$ cat config.mk
export PLATFORM = sky130hd
export DESIGN_NAME = cabe_exec
export DESIGN_NICKNAME = d
export VERILOG_FILES = /design/src/shared/cabe_pkg.sv /design/src/logic/cabe_exec.sv
export SDC_FILE = /design/constraint.sdc
export NUM_CORES = 1
export LEC_CHECK = 0
export ABC_AREA = 0
export BUFFER_PORTS_ARGS = -buffer_cell sky130_fd_sc_hd__clkbuf_2
export CAP_MARGIN = 30
export CELL_PAD_IN_SITES_DETAIL_PLACEMENT = 0
export CELL_PAD_IN_SITES_GLOBAL_PLACEMENT = 1
export CORE_AREA = 8 8 155 157
export DETAILED_ROUTE_END_ITERATION = 8
export DIE_AREA = 0 0 163 165
export GPL_TIMING_DRIVEN = 0
export PLACE_DENSITY = 0.49
export SLEW_MARGIN = 10
export SYNTH_ARGS = -nofsm -noshare
export SYNTH_HDL_FRONTEND = slang
export SYNTH_SLANG_ARGS = --single-unit
$ cat constraint.sdc
create_clock -name core_clk -period 6.52 [get_ports core_clk]
set_input_delay 0.326 -clock core_clk [delete_from_list [all_inputs] [get_ports core_clk]]
set_output_delay 0.326 -clock core_clk [all_outputs]
set_load 0.02 [all_outputs]
$ cat src/shared/cabe_pkg.sv
// Purpose: Shared constants and types for the ALU and branch execution block
// Assumes: 8-bit data path, 16-bit instruction words, 25 MHz core clock
// Notes:   Status bit positions follow the usual I T H S V N Z C order
package cabe_pkg;
	localparam int DATA_W  = 8;
	localparam int PC_W    = 16;
	localparam int OFS_W   = 7;

	// Status register bit positions
	localparam int SR_C = 0;
	localparam int SR_Z = 1;
	localparam int SR_N = 2;
	localparam int SR_V = 3;
	localparam int SR_S = 4;
	localparam int SR_H = 5;

	// Reset values and the all-ones mask
	localparam logic [15:0] PC_RESET   = 16'h0000;
	localparam logic [7:0]  SREG_RESET = 8'h00;
	localparam logic [7:0]  ALL_ONES   = 8'hff;

	// Cycle counts
	localparam int CYC_PLAIN = 1;
	localparam int CYC_TAKEN = 2;

	// Skip distances in words
	localparam logic [15:0] SKIP_ONE_WORD = 16'h0002;
	localparam logic [15:0] SKIP_TWO_WORD = 16'h0003;
	localparam logic [15:0] PC_STEP       = 16'h0001;

	typedef enum logic [4:0] {
		OP_NOP,
		OP_ADD,
		OP_ADD_CARRY,
		OP_MINUS_REGS,
		OP_MINUS_CONST,
		OP_MINUS_REGS_BORROW,
		OP_MINUS_CONST_BORROW,
		OP_MASK_CONST_CONJ,
		OP_MERGE_CONST_DISJ,
		OP_SET_MASK_BITS,
		OP_CLEAR_MASK_BITS,
		OP_SELF_TEST_FLAGS,
		OP_EQUAL_SKIP,
		OP_COMPARE_CONST,
		OP_SKIP_REG_BIT_LOW,
		OP_SKIP_REG_BIT_HIGH,
		OP_SKIP_IO_BIT_LOW,
		OP_SKIP_IO_BIT_HIGH,
		OP_JUMP_ON_FLAG_HIGH,
		OP_JUMP_ON_FLAG_LOW,
		OP_JUMP_SIGNED_GE
	} cabe_op_t;

	// Decoded instruction presented to the execution unit
	typedef struct packed {
		cabe_op_t          op;
		logic [7:0]        rd_val;
		logic [7:0]        rr_val;
		logic [7:0]        imm;
		logic [2:0]        bit_sel;
		logic [6:0]        offset;
		logic              next_two_word;
	} cabe_instr_t;

	// Result write to the working register file
	typedef struct packed {
		logic       we;
		logic [7:0] data;
	} cabe_wb_t;
endpackage

$ cat src/logic/cabe_exec.sv
// Purpose: Executes arithmetic, logic, compare, skip and branch instructions
// Assumes: Operands fetched by the caller; io_val is the addressed I/O register
// Notes:   A taken skip or branch holds the core one extra cycle (busy)

// Function
// - Add source to destination, optional carry, write sum, five flags, one cycle
// - Subtract immediate from destination, store it, five flags, one cycle
// - Subtract source, optional carry, from destination, five flags, one cycle
// - Subtract immediate and carry from destination, five flags, one cycle
// - AND destination with immediate, update Z N V S only, one cycle
// - OR destination with immediate, write back, update Z N V, one cycle
// - Set masked destination bits by OR, update Z N V, one cycle
// - Clear masked bits by AND with FFh minus mask, Z N V, one cycle
// - Test register by ANDing with itself, value kept, Z N V, one cycle
// - Skip next on register equality, no flags, one or two cycles
// - Register minus immediate, result discarded, five flags, one cycle
// - Skip next when register bit is zero, no flags, one or two cycles
// - Skip next when register bit is one, no flags, one or two cycles
// - Skip next when I/O register bit is zero, no flags, one/two cycles
// - Skip next when I/O register bit is one, no flags, one/two cycles
// - Branch PC+k+1 when status bit set, no flags, one or two cycles
// - Branch PC+k+1 when status bit clear, no flags, one or two cycles
// - Branch when N xor V is zero, one cycle untaken, two taken
module cabe_exec (
	input  wire logic                core_clk,  // Core clock
	input  wire logic                rst,       // Sync reset, active high
	input  wire cabe_pkg::cabe_instr_t instr,   // Decoded instruction
	input  wire logic                instr_valid, // Instruction present
	input  wire logic [7:0]          io_val,    // Addressed I/O register value
	output logic                     instr_ready, // Accepts an instruction
	output cabe_pkg::cabe_wb_t       wb,        // Register file write
	output logic [15:0]              pc,        // Program counter
	output logic [7:0]               sreg,      // Status register
	output logic                     busy       // Second cycle of taken flow
);
	typedef enum logic [0:0] {ST_RUN, ST_HOLD} cabe_state_t;

	cabe_state_t state_reg;
	logic [15:0] pc_reg;
	logic [15:0] pc_next;
	logic [7:0]  sreg_reg;
	logic [7:0]  sreg_next;
	logic [7:0]  res;
	logic        res_we;
	logic        flow;
	logic        fire;

	// Result plus H, V, C for add (sub_n=0) or subtract (sub_n=1)
	function automatic logic [10:0] arith(input logic [7:0] a, input logic [7:0] b,
		input logic cin, input logic sub_n);
		logic [8:0] r;
		logic       h;
		logic       v;
		logic       c;
		if (!sub_n) begin
			r = {1'b0, a} + {1'b0, b} + {8'h00, cin};
			h = (a[3] & b[3]) | (b[3] & ~r[3]) | (~r[3] & a[3]);
			v = (a[7] & b[7] & ~r[7]) | (~a[7] & ~b[7] & r[7]);
			c = r[8];
		end else begin
			r = {1'b0, a} - {1'b0, b} - {8'h00, cin};
			h = (~a[3] & b[3]) | (b[3] & r[3]) | (r[3] & ~a[3]);
			v = (a[7] & ~b[7] & ~r[7]) | (~a[7] & b[7] & r[7]);
			c = (~a[7] & b[7]) | (b[7] & r[7]) | (r[7] & ~a[7]);
		end
		return {h, v, c, r[7:0]};
	endfunction

	// Status after arithmetic: all five plus sign
	function automatic logic [7:0] flags5(input logic [7:0] s, input logic [10:0] x,
		input logic keep_z);
		logic [7:0] o;
		o = s;
		o[cabe_pkg::SR_H] = x[10];
		o[cabe_pkg::SR_V] = x[9];
		o[cabe_pkg::SR_C] = x[8];
		o[cabe_pkg::SR_N] = x[7];
		o[cabe_pkg::SR_Z] = (x[7:0] == 8'h00) & (keep_z ? s[cabe_pkg::SR_Z] : 1'b1);
		o[cabe_pkg::SR_S] = x[7] ^ x[9];
		return o;
	endfunction

	// Status after logic ops: Z N V, V cleared
	function automatic logic [7:0] flags3(input logic [7:0] s, input logic [7:0] r);
		logic [7:0] o;
		o = s;
		o[cabe_pkg::SR_V] = 1'b0;
		o[cabe_pkg::SR_N] = r[7];
		o[cabe_pkg::SR_Z] = (r == 8'h00);
		o[cabe_pkg::SR_S] = r[7];
		return o;
	endfunction

	logic [10:0] ax;
	logic [7:0]  ra;
	logic [7:0]  rb;
	logic        skip;
	logic        take;
	logic [15:0] rel;

	assign fire        = instr_valid && instr_ready;
	assign instr_ready = (state_reg == ST_RUN);
	assign busy        = (state_reg == ST_HOLD);
	assign rel         = {{(16 - cabe_pkg::OFS_W){instr.offset[6]}}, instr.offset};

	always_comb begin
		ra        = instr.rd_val;
		rb        = instr.rr_val;
		res       = 8'h00;
		res_we    = 1'b0;
		skip      = 1'b0;
		take      = 1'b0;
		ax        = 11'h000;
		sreg_next = sreg_reg;
		case (instr.op)
			cabe_pkg::OP_ADD, cabe_pkg::OP_ADD_CARRY: begin
				ax = arith(ra, rb, (instr.op == cabe_pkg::OP_ADD_CARRY) &
					sreg_reg[cabe_pkg::SR_C], 1'b0);
				res = ax[7:0];
				res_we = 1'b1;
				sreg_next = flags5(sreg_reg, ax, 1'b0);
			end
			// Register subtract, borrow variant chains Z
			cabe_pkg::OP_MINUS_REGS, cabe_pkg::OP_MINUS_REGS_BORROW: begin
				ax = arith(ra, rb, (instr.op == cabe_pkg::OP_MINUS_REGS_BORROW) &
					sreg_reg[cabe_pkg::SR_C], 1'b1);
				res = ax[7:0];
				res_we = 1'b1;
				sreg_next = flags5(sreg_reg, ax, instr.op == cabe_pkg::OP_MINUS_REGS_BORROW);
			end
			cabe_pkg::OP_MINUS_CONST: begin
				ax = arith(ra, instr.imm, 1'b0, 1'b1);
				res = ax[7:0];
				res_we = 1'b1;
				sreg_next = flags5(sreg_reg, ax, 1'b0);
			end
			cabe_pkg::OP_MINUS_CONST_BORROW: begin
				ax = arith(ra, instr.imm, sreg_reg[cabe_pkg::SR_C], 1'b1);
				res = ax[7:0];
				res_we = 1'b1;
				sreg_next = flags5(sreg_reg, ax, 1'b1);
			end
			cabe_pkg::OP_COMPARE_CONST: begin
				ax = arith(ra, instr.imm, 1'b0, 1'b1);
				sreg_next = flags5(sreg_reg, ax, 1'b0);
			end
			cabe_pkg::OP_MASK_CONST_CONJ: begin
				res = ra & instr.imm;
				res_we = 1'b1;
				sreg_next = flags3(sreg_reg, res);
			end
			cabe_pkg::OP_MERGE_CONST_DISJ, cabe_pkg::OP_SET_MASK_BITS: begin
				res = ra | instr.imm;
				res_we = 1'b1;
				sreg_next = flags3(sreg_reg, res);
			end
			cabe_pkg::OP_CLEAR_MASK_BITS: begin
				res = ra & (cabe_pkg::ALL_ONES - instr.imm);
				res_we = 1'b1;
				sreg_next = flags3(sreg_reg, res);
			end
			cabe_pkg::OP_SELF_TEST_FLAGS: begin
				res = ra & ra;
				res_we = 1'b1;
				sreg_next = flags3(sreg_reg, res);
			end
			cabe_pkg::OP_EQUAL_SKIP:        skip = (ra == rb);
			cabe_pkg::OP_SKIP_REG_BIT_LOW:  skip = ~rb[instr.bit_sel];
			cabe_pkg::OP_SKIP_REG_BIT_HIGH: skip = rb[instr.bit_sel];
			cabe_pkg::OP_SKIP_IO_BIT_LOW:   skip = ~io_val[instr.bit_sel];
			cabe_pkg::OP_SKIP_IO_BIT_HIGH:  skip = io_val[instr.bit_sel];
			cabe_pkg::OP_JUMP_ON_FLAG_HIGH: take = sreg_reg[instr.bit_sel];
			cabe_pkg::OP_JUMP_ON_FLAG_LOW:  take = ~sreg_reg[instr.bit_sel];
			cabe_pkg::OP_JUMP_SIGNED_GE:
				take = ~(sreg_reg[cabe_pkg::SR_N] ^ sreg_reg[cabe_pkg::SR_V]);
			default: begin
				res = 8'h00;
			end
		endcase
	end

	assign flow = fire && (skip || take);

	always_comb begin
		pc_next = pc_reg;
		if (fire) begin
			if (take)
				pc_next = pc_reg + rel + cabe_pkg::PC_STEP;
			else if (skip)
				pc_next = pc_reg + (instr.next_two_word ? cabe_pkg::SKIP_TWO_WORD :
					cabe_pkg::SKIP_ONE_WORD);
			else
				pc_next = pc_reg + cabe_pkg::PC_STEP;
		end
	end

	always_ff @(posedge core_clk) begin
		if (rst)
			pc_reg <= cabe_pkg::PC_RESET;
		else
			pc_reg <= pc_next;
	end

	// Flags change only on accepted instructions
	always_ff @(posedge core_clk) begin
		if (rst)
			sreg_reg <= cabe_pkg::SREG_RESET;
		else if (fire)
			sreg_reg <= sreg_next;
	end

	always_ff @(posedge core_clk) begin
		if (rst) begin
			wb.we   <= 1'b0;
			wb.data <= 8'h00;
		end else begin
			wb.we   <= fire && res_we;
			wb.data <= res;
		end
	end

	// Taken flow costs one extra cycle
	always_ff @(posedge core_clk) begin
		if (rst)
			state_reg <= ST_RUN;
		else begin
			case (state_reg)
				ST_RUN:  state_reg <= flow ? ST_HOLD : ST_RUN;
				ST_HOLD: state_reg <= ST_RUN;
				default: state_reg <= ST_RUN;
			endcase
		end
	end

	assign pc   = pc_reg;
	assign sreg = sreg_reg;
endmodule

Word level (Yosys, flattened, before mapping)
Cells that the tools add are included.
W data, S select, Z words.
{"block": "word_totals", "ramBits": 0, "elab_cells": 168, "reg_bits": 32, "output_inout_bits": 35, "mem_count": 0, "latchBits": 0, "romBits": 0}
{"block": "classes", "shift": 0, "div_mod_pow": 0, "n_reduce_logical": 21, "n_addsub": 11, "muxes": 27, "magnitude_cmp": 1, "bitwise_logic": 81, "eq_ne": 21, "mul": 0}
{"op": "$logic_not A8 Y1", "count": 9}
{"op": "$pmux W8 S8", "count": 1}
{"op": "$pmux W6 S9", "count": 1}
{"op": "$eq A5 B4 Y1 const B", "count": 8}
{"op": "$mux W8", "count": 5}
{"op": "$and A1 B1 Y1", "count": 35}
{"op": "$add A16 B1 Y16 const B", "count": 2}
{"op": "$mux W16", "count": 2}
{"op": "$eq A5 B5 Y1 const B", "count": 5}
{"op": "$and A8 B8 Y8", "count": 3}
{"op": "$eq A5 B3 Y1 const B", "count": 4}
{"op": "$not A1 Y1", "count": 18}
{"op": "$or A1 B1 Y1", "count": 18}
{"op": "$add A16 B16 Y16", "count": 1}
{"op": "$add A16 B2 Y16", "count": 1}
{"op": "$sub A8 B1 Y8", "count": 2}
{"op": "$sub A8 B8 Y8", "count": 2}
{"op": "$mux W1", "count": 12}
{"op": "$reduce_or A11 Y1", "count": 1}
{"op": "$eq A5 B2 Y1 const B", "count": 2}
{"op": "$add A8 B8 Y9", "count": 1}
{"op": "$add A9 B1 Y9", "count": 1}
{"op": "$bmux W1 S3", "count": 3}
{"op": "$reduce_bool A9 Y1", "count": 1}
{"op": "other kinds (15)", "count": 24}

Longest topological paths before layout
Gate-level depths: netlist (run 1).
{"block": "logic_depth", "ltp_word": 9, "ltp_mapped": 17}

Worst setup path after synthesis (run 1)
Ideal clock, no wire load.
{"block": "synth_path", "path_kind": "in2reg", "from": "input port instr[34] (netlist bit)", "to": "register pc_reg[14], in the netlist pc[14]", "setup_ns": 0.124, "path_slack_ns": 2.704, "path_stages": 16, "t_arrival_ns": 3.692, "cell_sequence": "inv_1 ha_1 or4_1 nor4_1 a211oi_1 o31ai_1 nand2b_1 ha_1 fa_1 and3_1 and4_1 and3_1 a31o_2 o221ai_1 a41o_1 nor2_1"}
{"block": "synth_between", "elab_chain_cells": 4}
{"item": "start: declaration", "line": "cabe_exec.sv:27", "text": "input wire cabe_pkg::cabe_instr_t instr,"}
{"item": "$eq A8 B8 Y1", "line": "cabe_exec.sv:167", "text": "cabe_pkg::OP_EQUAL_SKIP: skip = (ra == rb);"}
{"item": "$pmux W1 S5", "line": "cabe_exec.sv:115", "text": "case (instr.op)"}
{"item": "$mux W16", "line": "cabe_exec.sv:189", "text": "else if (skip)"}
{"item": "$mux W16", "line": "cabe_exec.sv:187", "text": "if (take)"}
{"item": "end signal: assignment", "line": "cabe_exec.sv:199", "text": "pc_reg <= cabe_pkg::PC_RESET;"}
{"item": "end signal: assignment", "line": "cabe_exec.sv:201", "text": "pc_reg <= pc_next;"}
{"item": "end: declaration", "line": "cabe_exec.sv:39", "text": "logic [15:0] pc_reg;"}
Every way passes these cells.
A chain may end at the register's enable or synchronous reset.

Final worst setup path (run 1)
Ends and elaborated chain as after synthesis.

==> impl_metrics.ini, run 1 <==
[power_and_ir_drop]
power_density_mw_per_mm2 = 149
comb_power_share_pct = 43.5
p_leak_nw = 2.56
seqPwrFrac_pct = 23.2
p_int_w = 0.000559
power_switching_w = 0.000367
p_sw_share_pct = 39.6
clockPowerShare_pct = 33.3
ir_drop_v = 0.0000881

[logic_synthesis]
avgSynthCellArea_um2 = 7.92
syn_area_mm2 = 0.00526
yosysSeqAreaShare_pct = 12.2
synth_cells = 664
yosysUniqueCellTypes = 86
synth_edf_count = 0
async_reset_ff_share_pct = 0
ys_ff_latch = 32
synth_ff_type = dfxtp_1
yosysWarnings = 0

[floorplanning]
rows = 54
start_util_pct = 24.5
core_mm2 = 0.0215
die_h_um = 165
die_w_um = 163
io_pins = 86
die-area_mm2 = 0.0269

[grt]
grt-ovfl-total = 0
grt_pass1_vias = 5764
grt_max_degree = 12
grt_pass1_wl_um = 32800
antenna_found_initial = 0
grt_use_total_pct = 15.6

[clock_network]
clock_latency_ns = 0.29
clk_pin_slew_ns = 0.06
cts_root_buffer = clkbuf_16
post_cts_buffers = 0
cts_tree = built
cts_made_buffers = 5
cts_hold_buf = 0
ctsResizeCount = 0
cts_htree_levels = 2
clockBufferDepth = 2
clock_sinks = 32

[critical_path]
cp.arrival_ns = 4.99
critical_path_class = in2reg
max_stage_delay_ns = 0.72
critPathRequiredTime_ns = 6.69
cpMaxStageDelayCell = o31ai_1
crit_path_end_kind = register
worstPathMaxFanout = 9
start_kind = input port
path_cells = clkbuf_2, inv_1, ha_1, or4_1, nor4_1, a211oi_1, o31ai_1, nand2b_1, ha_1, fa_1, and3_1, and4_1, and3_1, a31o_2, o221ai_1, a41o_1, nor2_1

[timing]
tightest_slew_ns = 0.924
hold_ws_ns = 0.467
clock_skew_ns = 0.00975
slew_viol_final = 0
fmax_ghz = 0.207
fin_tns_setup_ns = 0
slew-limit-headroom_pct = 38.3
min_period_ns = 4.82
timing.final.crit_share_pct = 73.9
final-setup-viol-count = 0
rsz0062_at_grt = false
finalHoldViolCount = 0

[route]
drc = 0
firstDrtPassIters = 5
wl_per_cell_um = 20.1
wl_um = 20900
viasPerCell = 5.23
via_count = 5423
final_antenna_net_count = 0
drtIter0Drc = 273

[layout]
largest_reg_flops = 16
nets = 888
final_cell_mix = clkbuf_2, ha_1, inv_1
drive_gt1_share_pct = 18.0
antenna_cells = 0
final_common_cell = clkbuf_2
area.growth.synth_to_final_pct = 18.5

[run_status]
outcome = completed

[placement]
place_hpwl_um = 17200
port_buffers = 79
place.gp.congestion = 0.862

[job]
cap_violations = 0

[worst_hold_path]
hp-class = in2reg
power by group through the flow:
stage / logic (W) / registers [W] / clock network [W]
after floorplan: 0.000261 / 0.000225 / 0
after global placement: 0.000400 / 0.000220 / 0
after detailed placement: 0.000402 / 0.000220 / 0
after CTS: 0.000404 / 0.000216 / 0.000321
after global routing: 0.000444 / 0.000217 / 0.000327
final: 0.000403 / 0.000215 / 0.000308
cells by family after synthesis:
| family | synth area share (%) |
|---|---|
| flip-flops | 12.2 |
| multiplexers | 3.81 |
| AO/OA/AOI/OAI | 27.1 |
| buffers and inverters | 6.28 |
| XOR/XNOR | 6.69 |
| adder cells (fa/ha/maj) | 20.9 |
| other | 0.0713 |
| AND/OR/NAND/NOR | 23.0 |
layout make-up:
cell class / instances / area, µm²
Buffer: 27 / 135
Clock buffer: 7 / 153
Clock inverter: 1 / 30.0
Fill cell: 2403 / 15300
Inverter: 52 / 195
Multi-Input combinational cell: 554 / 4300
Sequential cell: 32 / 641
Tap cell: 280 / 350
Timing Repair Buffer: 84 / 425
synth_stat cells (3+ instances only):
| cell | count | area [µm²] |
|---|---|---|
| a221oi_1 | 9 | 78.8 |
| ha_1 | 70 | 876 |
| nor3_1 | 20 | 100 |
| xnor2_1 | 28 | 245 |
| o211ai_1 | 7 | 52.6 |
| nor3b_1 | 5 | 37.5 |
| o221ai_1 | 9 | 78.8 |
| nor4_1 | 11 | 68.8 |
| a211oi_2 | 3 | 37.5 |
| o21ai_0 | 27 | 135 |
| a211oi_1 | 7 | 52.6 |
| nand4_1 | 8 | 50.1 |
| buf_4 | 3 | 22.5 |
| or2_2 | 6 | 37.5 |
| or4_1 | 5 | 37.5 |
| mux2i_1 | 5 | 50.1 |
| nand3_1 | 17 | 85.1 |
| nand2_1 | 35 | 131 |
| nand3b_1 | 7 | 52.6 |
| o22ai_1 | 5 | 31.3 |
| buf_2 | 6 | 30.0 |
| nand2b_1 | 10 | 62.6 |
| clkbuf_1 | 16 | 60.1 |
| xor2_1 | 9 | 78.8 |
| o31ai_1 | 5 | 37.5 |
| dfxtp_1 | 32 | 641 |
| a21o_1 | 5 | 37.5 |
| nor4b_1 | 4 | 35.0 |
| a22oi_1 | 3 | 22.5 |
| a2111oi_0 | 6 | 52.6 |
| mux4_2 | 5 | 113 |
| and2_1 | 7 | 43.8 |
| o21bai_1 | 3 | 22.5 |
| a21oi_1 | 47 | 235 |
| a31oi_1 | 13 | 81.3 |
| fa_1 | 11 | 220 |
| a21boi_0 | 5 | 37.5 |
| and3_1 | 12 | 75.1 |
| inv_1 | 52 | 195 |
| or3_1 | 5 | 31.3 |
| o21a_1 | 5 | 37.5 |
| nor2b_1 | 13 | 81.3 |
| o41ai_1 | 3 | 26.3 |
| nor2_1 | 44 | 165 |
per-stage QoR:
stage               worst slack (ns)  std cells  cell area, µm²  util, %  power (W)
finish                          1.70       1037            6230     29.0   0.000926
global placement                1.39       1024            6010     28.0   0.000619
floorplan                       2.70        665            5260        -   0.000486
detailed placement              1.40       1028            6040     28.1   0.000622
global route                    1.45       1037            6230     29.0   0.000988
CTS                             1.69       1036            6220     29.0   0.000941
layer usage:
metal | up-vias | wire (µm) | global-route usage (%)
met5 | - | 0 | 0
met4 | 0 | 384 | 4.59
met3 | 17 | 867 | 2.04
met2 | 139 | 10500 | 28.6
met1 | 2588 | 9090 | 18.4
li1 | 2679 | - | -
critical path: cells and delay by family:
family          cells  cell delay (ns)
buf+inv             2             0.43
compound gates      5             1.35
fa+ha+maj           3             1.04
simple gates        7             1.82
final timing paths:
check | slack (ns) | end | from | cells past startpoint
setup reg to reg | 2.80 | sreg[1] | sreg[0] | 12
setup / recovery | 1.70 | pc[14] | instr[34] | 17
hold reg to reg | 0.51 | sreg[5] | sreg[5] | 2
hold / removal | 0.47 | pc[11] | rst | 4
Note: power is estimated with default switching activity, not from simulation.
==> run 2, diff against run 1 <==
Settings changed: ABC_AREA 0 to 1, CORE_AREA 8 8 155 157 to 8 8 153 155, DIE_AREA 0 0 163 165 to 0 0 161 163, PLACE_DENSITY 0.49 to 0.52.
Clock period 6.52 ns to 4.8 ns, I/O delays scaled along.
==> run 2 against run 1 <==
  * Clock power increased by 32%
  * Cell area decreased by 1.6%
  * Via count increased by 2.7%
  * First-iteration DRC count decreased by 34%
  * Total power increased by 39%
  * Clock-buffer cell count unchanged
  * Hold slack got worse by 0.049 ns
  * Global-route usage increased by 0.071 points
  * Die area decreased by 2.4%
  * Area after synthesis decreased by 1.4%
  * Cell count increased by 14%
  * Non-clock buffer count decreased by 14
  * Critical path type is now reg2reg
  * Largest power group unchanged
==> impl_metrics.ini, run 2 <==
[run_status]
outcome = completed

[layout]
stdcell_area_mm2 = 0.00613
postLayoutCoreUtil_pct = 29.4
final_common_cell = nand2_1
area.growth.synth_to_final_pct = 18.2
final_cell_mix = nand2_1, inv_1, clkbuf_2
drive_gt1_share_pct = 14.7
antenna_cells = 0
largest_reg_flops = 16
fin_cells = 1178
fillers = 2428
nets = 1034

[timing]
final-setup-viol-count = 0
slew-limit-headroom_pct = 52.6
fmax_ghz = 0.290
slew_viol_final = 0
clock_skew_ns = 0.0109
timing.final.crit_share_pct = 71.9
rsz0062_at_grt = false
hold_ws_ns = 0.417
finalHoldViolCount = 0
min_period_ns = 3.45
tightest_slew_ns = 0.711
fin_tns_setup_ns = 0

[placement]
port_buffers = 82
placedCellCount = 1170
place_hpwl_um = 17300
place.gp.congestion = 0.813
place_area_mm2 = 0.00595

[route]
via_count = 5570
viasPerCell = 4.73
drtIter0Drc = 179
final_antenna_net_count = 0
wl_per_cell_um = 17.3
wl_um = 20300
firstDrtPassIters = 5
drc = 0

[grt]
met2_usage_pct = 27.8
grt_max_degree = 11
gr-max-usage-layer = met2
grt_util_met1_pct = 18.9
use_met3_pct = 2.45
antenna_found_initial = 0
grt-ovfl-total = 0
grt_pass1_wl_um = 32400
grt_use_total_pct = 15.6
grt_pass1_vias = 5859

[logic_synthesis]
yosysSeqAreaShare_pct = 12.4
synth_edf_count = 0
synth_most_common_cell = nand2_1
avgSynthCellArea_um2 = 6.39
synthSimpleGateAreaFrac_pct = 31.0
synth_top_cell_by_area = ha_1
syn_area_mm2 = 0.00518
ys_ff_latch = 32
synth_top_family_by_area = simple AND/OR/NAND/NOR gates
yosysWarnings = 0
async_reset_ff_share_pct = 0
synthAdderAreaFrac_pct = 21.1
synth_cells = 811
muxShareOfSynthArea_pct = 0
synth_xor_xnor_area_share_pct = 4.73
yosysUniqueCellTypes = 51
synthTopCellsByCount = nand2_1, inv_1, ha_1
synth.area.top_cells = ha_1, dfxtp_1, nand2_1
synth_ff_type = dfxtp_1
synth-compound-area-share_pct = 19.6
yosysTopAreaCellShare_pct = 16.9

[clock_network]
cts_root_buffer = clkbuf_16
clk_pin_slew_ns = 0.06
clock_latency_ns = 0.29
cts_htree_levels = 2
ctsResizeCount = 0
cts_hold_buf = 0
post_cts_buffers = 0
cts_tree = built
clock_sinks = 32
cts_made_buffers = 5
clockBufferDepth = 2

[floorplanning]
core_mm2 = 0.0208
rows = 53
io_pins = 86
die_w_um = 161
die-area_mm2 = 0.0262
die_h_um = 163
start_util_pct = 24.9

[power_and_ir_drop]
comb_power_share_pct = 44.0
power_switching_w = 0.000531
seqPwrFrac_pct = 24.2
ir_drop_v = 0.000114
p_sw_share_pct = 41.3
p_int_w = 0.000753
power_density_mw_per_mm2 = 209
clockPowerShare_pct = 31.8
p_leak_nw = 3.12

[critical_path]
crit_path_start = sreg[0]
path_cells = inv_1, nor4_1, fa_1, nand4_1, nand3_1, a21o_1, a21oi_1, fa_1, inv_1, nor2_1, nand4_1, nand2_1, inv_1, nand3_1, nand2_1, inv_1
ff2ff_path_depth = 16
reg2reg_from = sreg[0]
crit_path_end_kind = register
max_stage_delay_ns = 0.62
crit_buf_inv = 4
cp.arrival_ns = 3.68
worstPathMaxFanout = 5
r2r-end = sreg[1]
start_kind = register
critPathMostFrequentCell = inv_1
r2r_slack_ns = 1.35
critical_path_class = reg2reg
crit_family = simple AND/OR/NAND/NOR gates
critPathRequiredTime_ns = 5.03
cpMaxStageDelayCell = nor4_1

[worst_hold_path]
hp-class = in2reg
hp-start = rst
whs_endpoint = pc[12]
worstHoldPathCells = 4

[job]
cap_violations = 0
## run 2: final cells by class
class / instances / area [µm²] / share of cell area [%]
flip-flops and latches: 32 / 641 / 10.5
well taps: 275 / 344 / 5.61
clock buffers: 7 / 153 / 2.49
clock inverters: 1 / 30.0 / 0.490
multi-input cells: 634 / 3970 / 64.8
plain buffers: 14 / 77.6 / 1.27
repair buffers: 83 / 415 / 6.78
inverters: 132 / 498 / 8.12
## run 2: per-layer routing
metal  vias to the layer above  share of wire, %
met1                      2531                45
met5                         -                 0
met3                        28               3.5
met4                         0               2.6
li1                       2908                 -
met2                       103                49
## run 2: power by group through the flow
stage / Sequential (W) / Combinational, W / Clock, W
floorplan: 0.000330 / 0.000364 / 0
global placement: 0.000318 / 0.000573 / 0
detailed placement: 0.000318 / 0.000570 / 0
CTS: 0.000312 / 0.000573 / 0.000417
global route: 0.000315 / 0.000642 / 0.000424
finish: 0.000311 / 0.000565 / 0.000408
## run 2: cell families (layout without fill, tap and decap cells)
| group | Yosys count | in the layout |
|---|---|---|
| xor gates and xnor gates | 28 | 28 |
| adders and majority gates | 81 | 81 |
| other | 1 | 2 |
| buffers and inverters | 146 | 237 |
| and+or+nand+nor | 353 | 353 |
| DFF | 32 | 32 |
| AOI/OAI and AO/OA | 170 | 170 |
## run 2: through the flow
stage	total power [W]	setup WS, ns
after floorplan	0.000694	2.10
after global placement	0.000891	1.09
after detailed placement	0.000887	1.10
after CTS	0.00130	1.21
after global routing	0.00138	1.01
final	0.00128	1.35
## run 2: tightest hold or removal path, cell delays in order
cell,delay [ns]
clkbuf_1,0.20
nor2_1,0.15
nand2_1,0.05
inv_1,0.04
## run 2: worst max path at each step
| stage | slack (ns) | to | depth (start not counted) |
|---|---|---|---|
| after floorplan | 2.10 | pc[14] | 18 |
| after global placement | 1.09 | pc[14] | 19 |
| after detailed placement | 1.10 | pc[14] | 19 |
| after CTS | 1.21 | sreg[1] | 16 |
| after global routing | 1.01 | pc[12] | 19 |
| final | 1.35 | sreg[1] | 16 |
==> run 3, diff against run 2 <==
Clock period 4.8 ns to 3.48 ns, I/O delays scaled along.
==> run 3 against run 2 <==
  * Sequential power rose by 38%
  * Worst setup slack worse by 1.1 ns
  * Utilization rose by 0.090 points
  * Global-route usage is essentially flat
  * Register-to-register slack got worse by 1.0 ns
  * Critical path depth grew 3
  * Cell area grew 0.31%
  * First-iteration DRC count grew 19%
  * Highest routed layer unchanged
==> impl_metrics.ini, run 3 (same netlist as run 2, synthesis figures left out) <==
[clock_network]
clock_sinks = 32
cts_root_buffer = clkbuf_16
clk_pin_slew_ns = 0.05
cts_htree_levels = 2
clockBufferDepth = 2
cts_made_buffers = 5
post_cts_buffers = 0
cts_tree = built
clock_latency_ns = 0.29

[grt]
antenna_found_initial = 0
grt_pass1_wl_um = 32400
grt_pass1_vias = 5857
grt_use_total_pct = 15.6
grt-ovfl-total = 0
grt_max_degree = 11

[job]
cap_violations = 0

[layout]
drive_gt1_share_pct = 15.3
largest_reg_flops = 16
final_cell_mix = nand2_1, inv_1, clkbuf_2
nets = 1034
antenna_cells = 0
area.growth.synth_to_final_pct = 18.6
fin_cells = 1178
final_common_cell = nand2_1

[critical_path]
cpMaxStageDelayCell = fa_1
start_kind = input port
critical_path_class = in2reg
crit_path_start = instr[30]
r2r_slack_ns = 0.35
path_cells = clkbuf_2, inv_1, ha_1, inv_1, nor4_2, nand3_1, nand2_2, nand2_1, ha_1, fa_1, nand2_1, nor2_2, nand3_1, nor2_1, nand4_1, nor2_2, and3_1, o21ai_1, a31oi_1
cp.arrival_ns = 3.34
crit_path_end_kind = register
endpoint = pc[14]
ff2ff_path_depth = 16
r2r-end = sreg[1]
reg2reg_from = sreg[0]
max_stage_delay_ns = 0.41
worstPathMaxFanout = 7
critPathRequiredTime_ns = 3.63

[timing]
slew_viol_final = 0
finalHoldViolCount = 0
tightest_slew_ns = 0.700
fmax_ghz = 0.314
hold_ws_ns = 0.349
min_period_ns = 3.19
timing.final.crit_share_pct = 91.6
slew-limit-headroom_pct = 53.3
setup_slack_ns = 0.291
rsz0062_at_grt = true
final-setup-viol-count = 0
clock_skew_ns = 0.00943

[route]
wl_um = 20400
firstDrtPassIters = 6
via_count = 5581
final_antenna_net_count = 0
viasPerCell = 4.74
drtIter0Drc = 213
wl_per_cell_um = 17.3
drc = 0

[floorplanning]
io_pins = 86
die-area_mm2 = 0.0262
start_util_pct = 24.9
core_mm2 = 0.0208
rows = 53
die_h_um = 163
die_w_um = 161

[placement]
placedCellCount = 1170
place_hpwl_um = 17300
place_ws_ns = -0.154
place.gp.congestion = 0.813
port_buffers = 82

[run_status]
outcome = completed

[power_and_ir_drop]
p_leak_nw = 3.12
power_w = 0.00177
power_density_mw_per_mm2 = 288
ir_drop_v = 0.000158

[worst_hold_path]
worstHoldPathCells = 4
hp-class = in2reg
-- run 3: cell counts in the layout (fill, tap and decap cells not counted) --
Identical to the previous run, type by type.
-- run 3: final cells by class --
type	count	area (µm²)
Timing Repair Buffer	83	415
Sequential cell	32	642
Fill cell	2426	14700
Clock buffer	7	153
Tap cell	275	344
Buffer	14	77.6
Inverter	132	498
Clock inverter	1	30.0
Multi-Input combinational cell	634	3990
-- run 3: report_power, final --
part / internal (W) / switching (W) / leakage [nW] / total (W)
registers: 0.000392 / 0.0000371 / 0.263 / 0.000429
logic: 0.000270 / 0.000512 / 2.77 / 0.000782
clock network: 0.000377 / 0.000184 / 0.0901 / 0.000561
-- run 3: timing repair --
action,4_1_cts,5_1_grt
endpoints found under the setup margin,1,8
hold buffers,0,0
resized for setup,1,4
endpoints found under the hold margin,0,0
-- run 3: stage by stage --
step | TNS (ns) | area [µm²] | utilization (%)
after floorplan | 0 | 5190 | -
after global placement | -0.558 | 5940 | 28.5
after detailed placement | -0.365 | 5950 | 28.6
after CTS | 0 | 6140 | 29.5
after global routing | -0.0196 | 6150 | 29.5
final | 0 | 6150 | 29.5
-- run 3: metal layers --
metal  global-route usage, %  wire length (µm)
met1                    18.9              9320
met2                    27.8              9880
met3                    2.45               646
met4                    5.22               533
met5                       0                 0
-- run 3: worst min path at each step --
stage | endpoint | start
5_1_grt | pc[12] | rst
3_3_place_gp | pc[0] | pc[0]
4_1_cts | pc[12] | rst
6_report | pc[12] | rst
2_1_floorplan | wb[4] | instr[31]
3_5_place_dp | sreg[5] | sreg[5]
-- run 3: worst max-delay path: cells and delay by family --
family | cells | cell delay, ns
buffers and inverters | 3 | 0.51
adder cells (fa/ha/maj) | 3 | 0.98
AO/OA/AOI/OAI | 2 | 0.23
AND/OR/NAND/NOR | 11 | 1.44
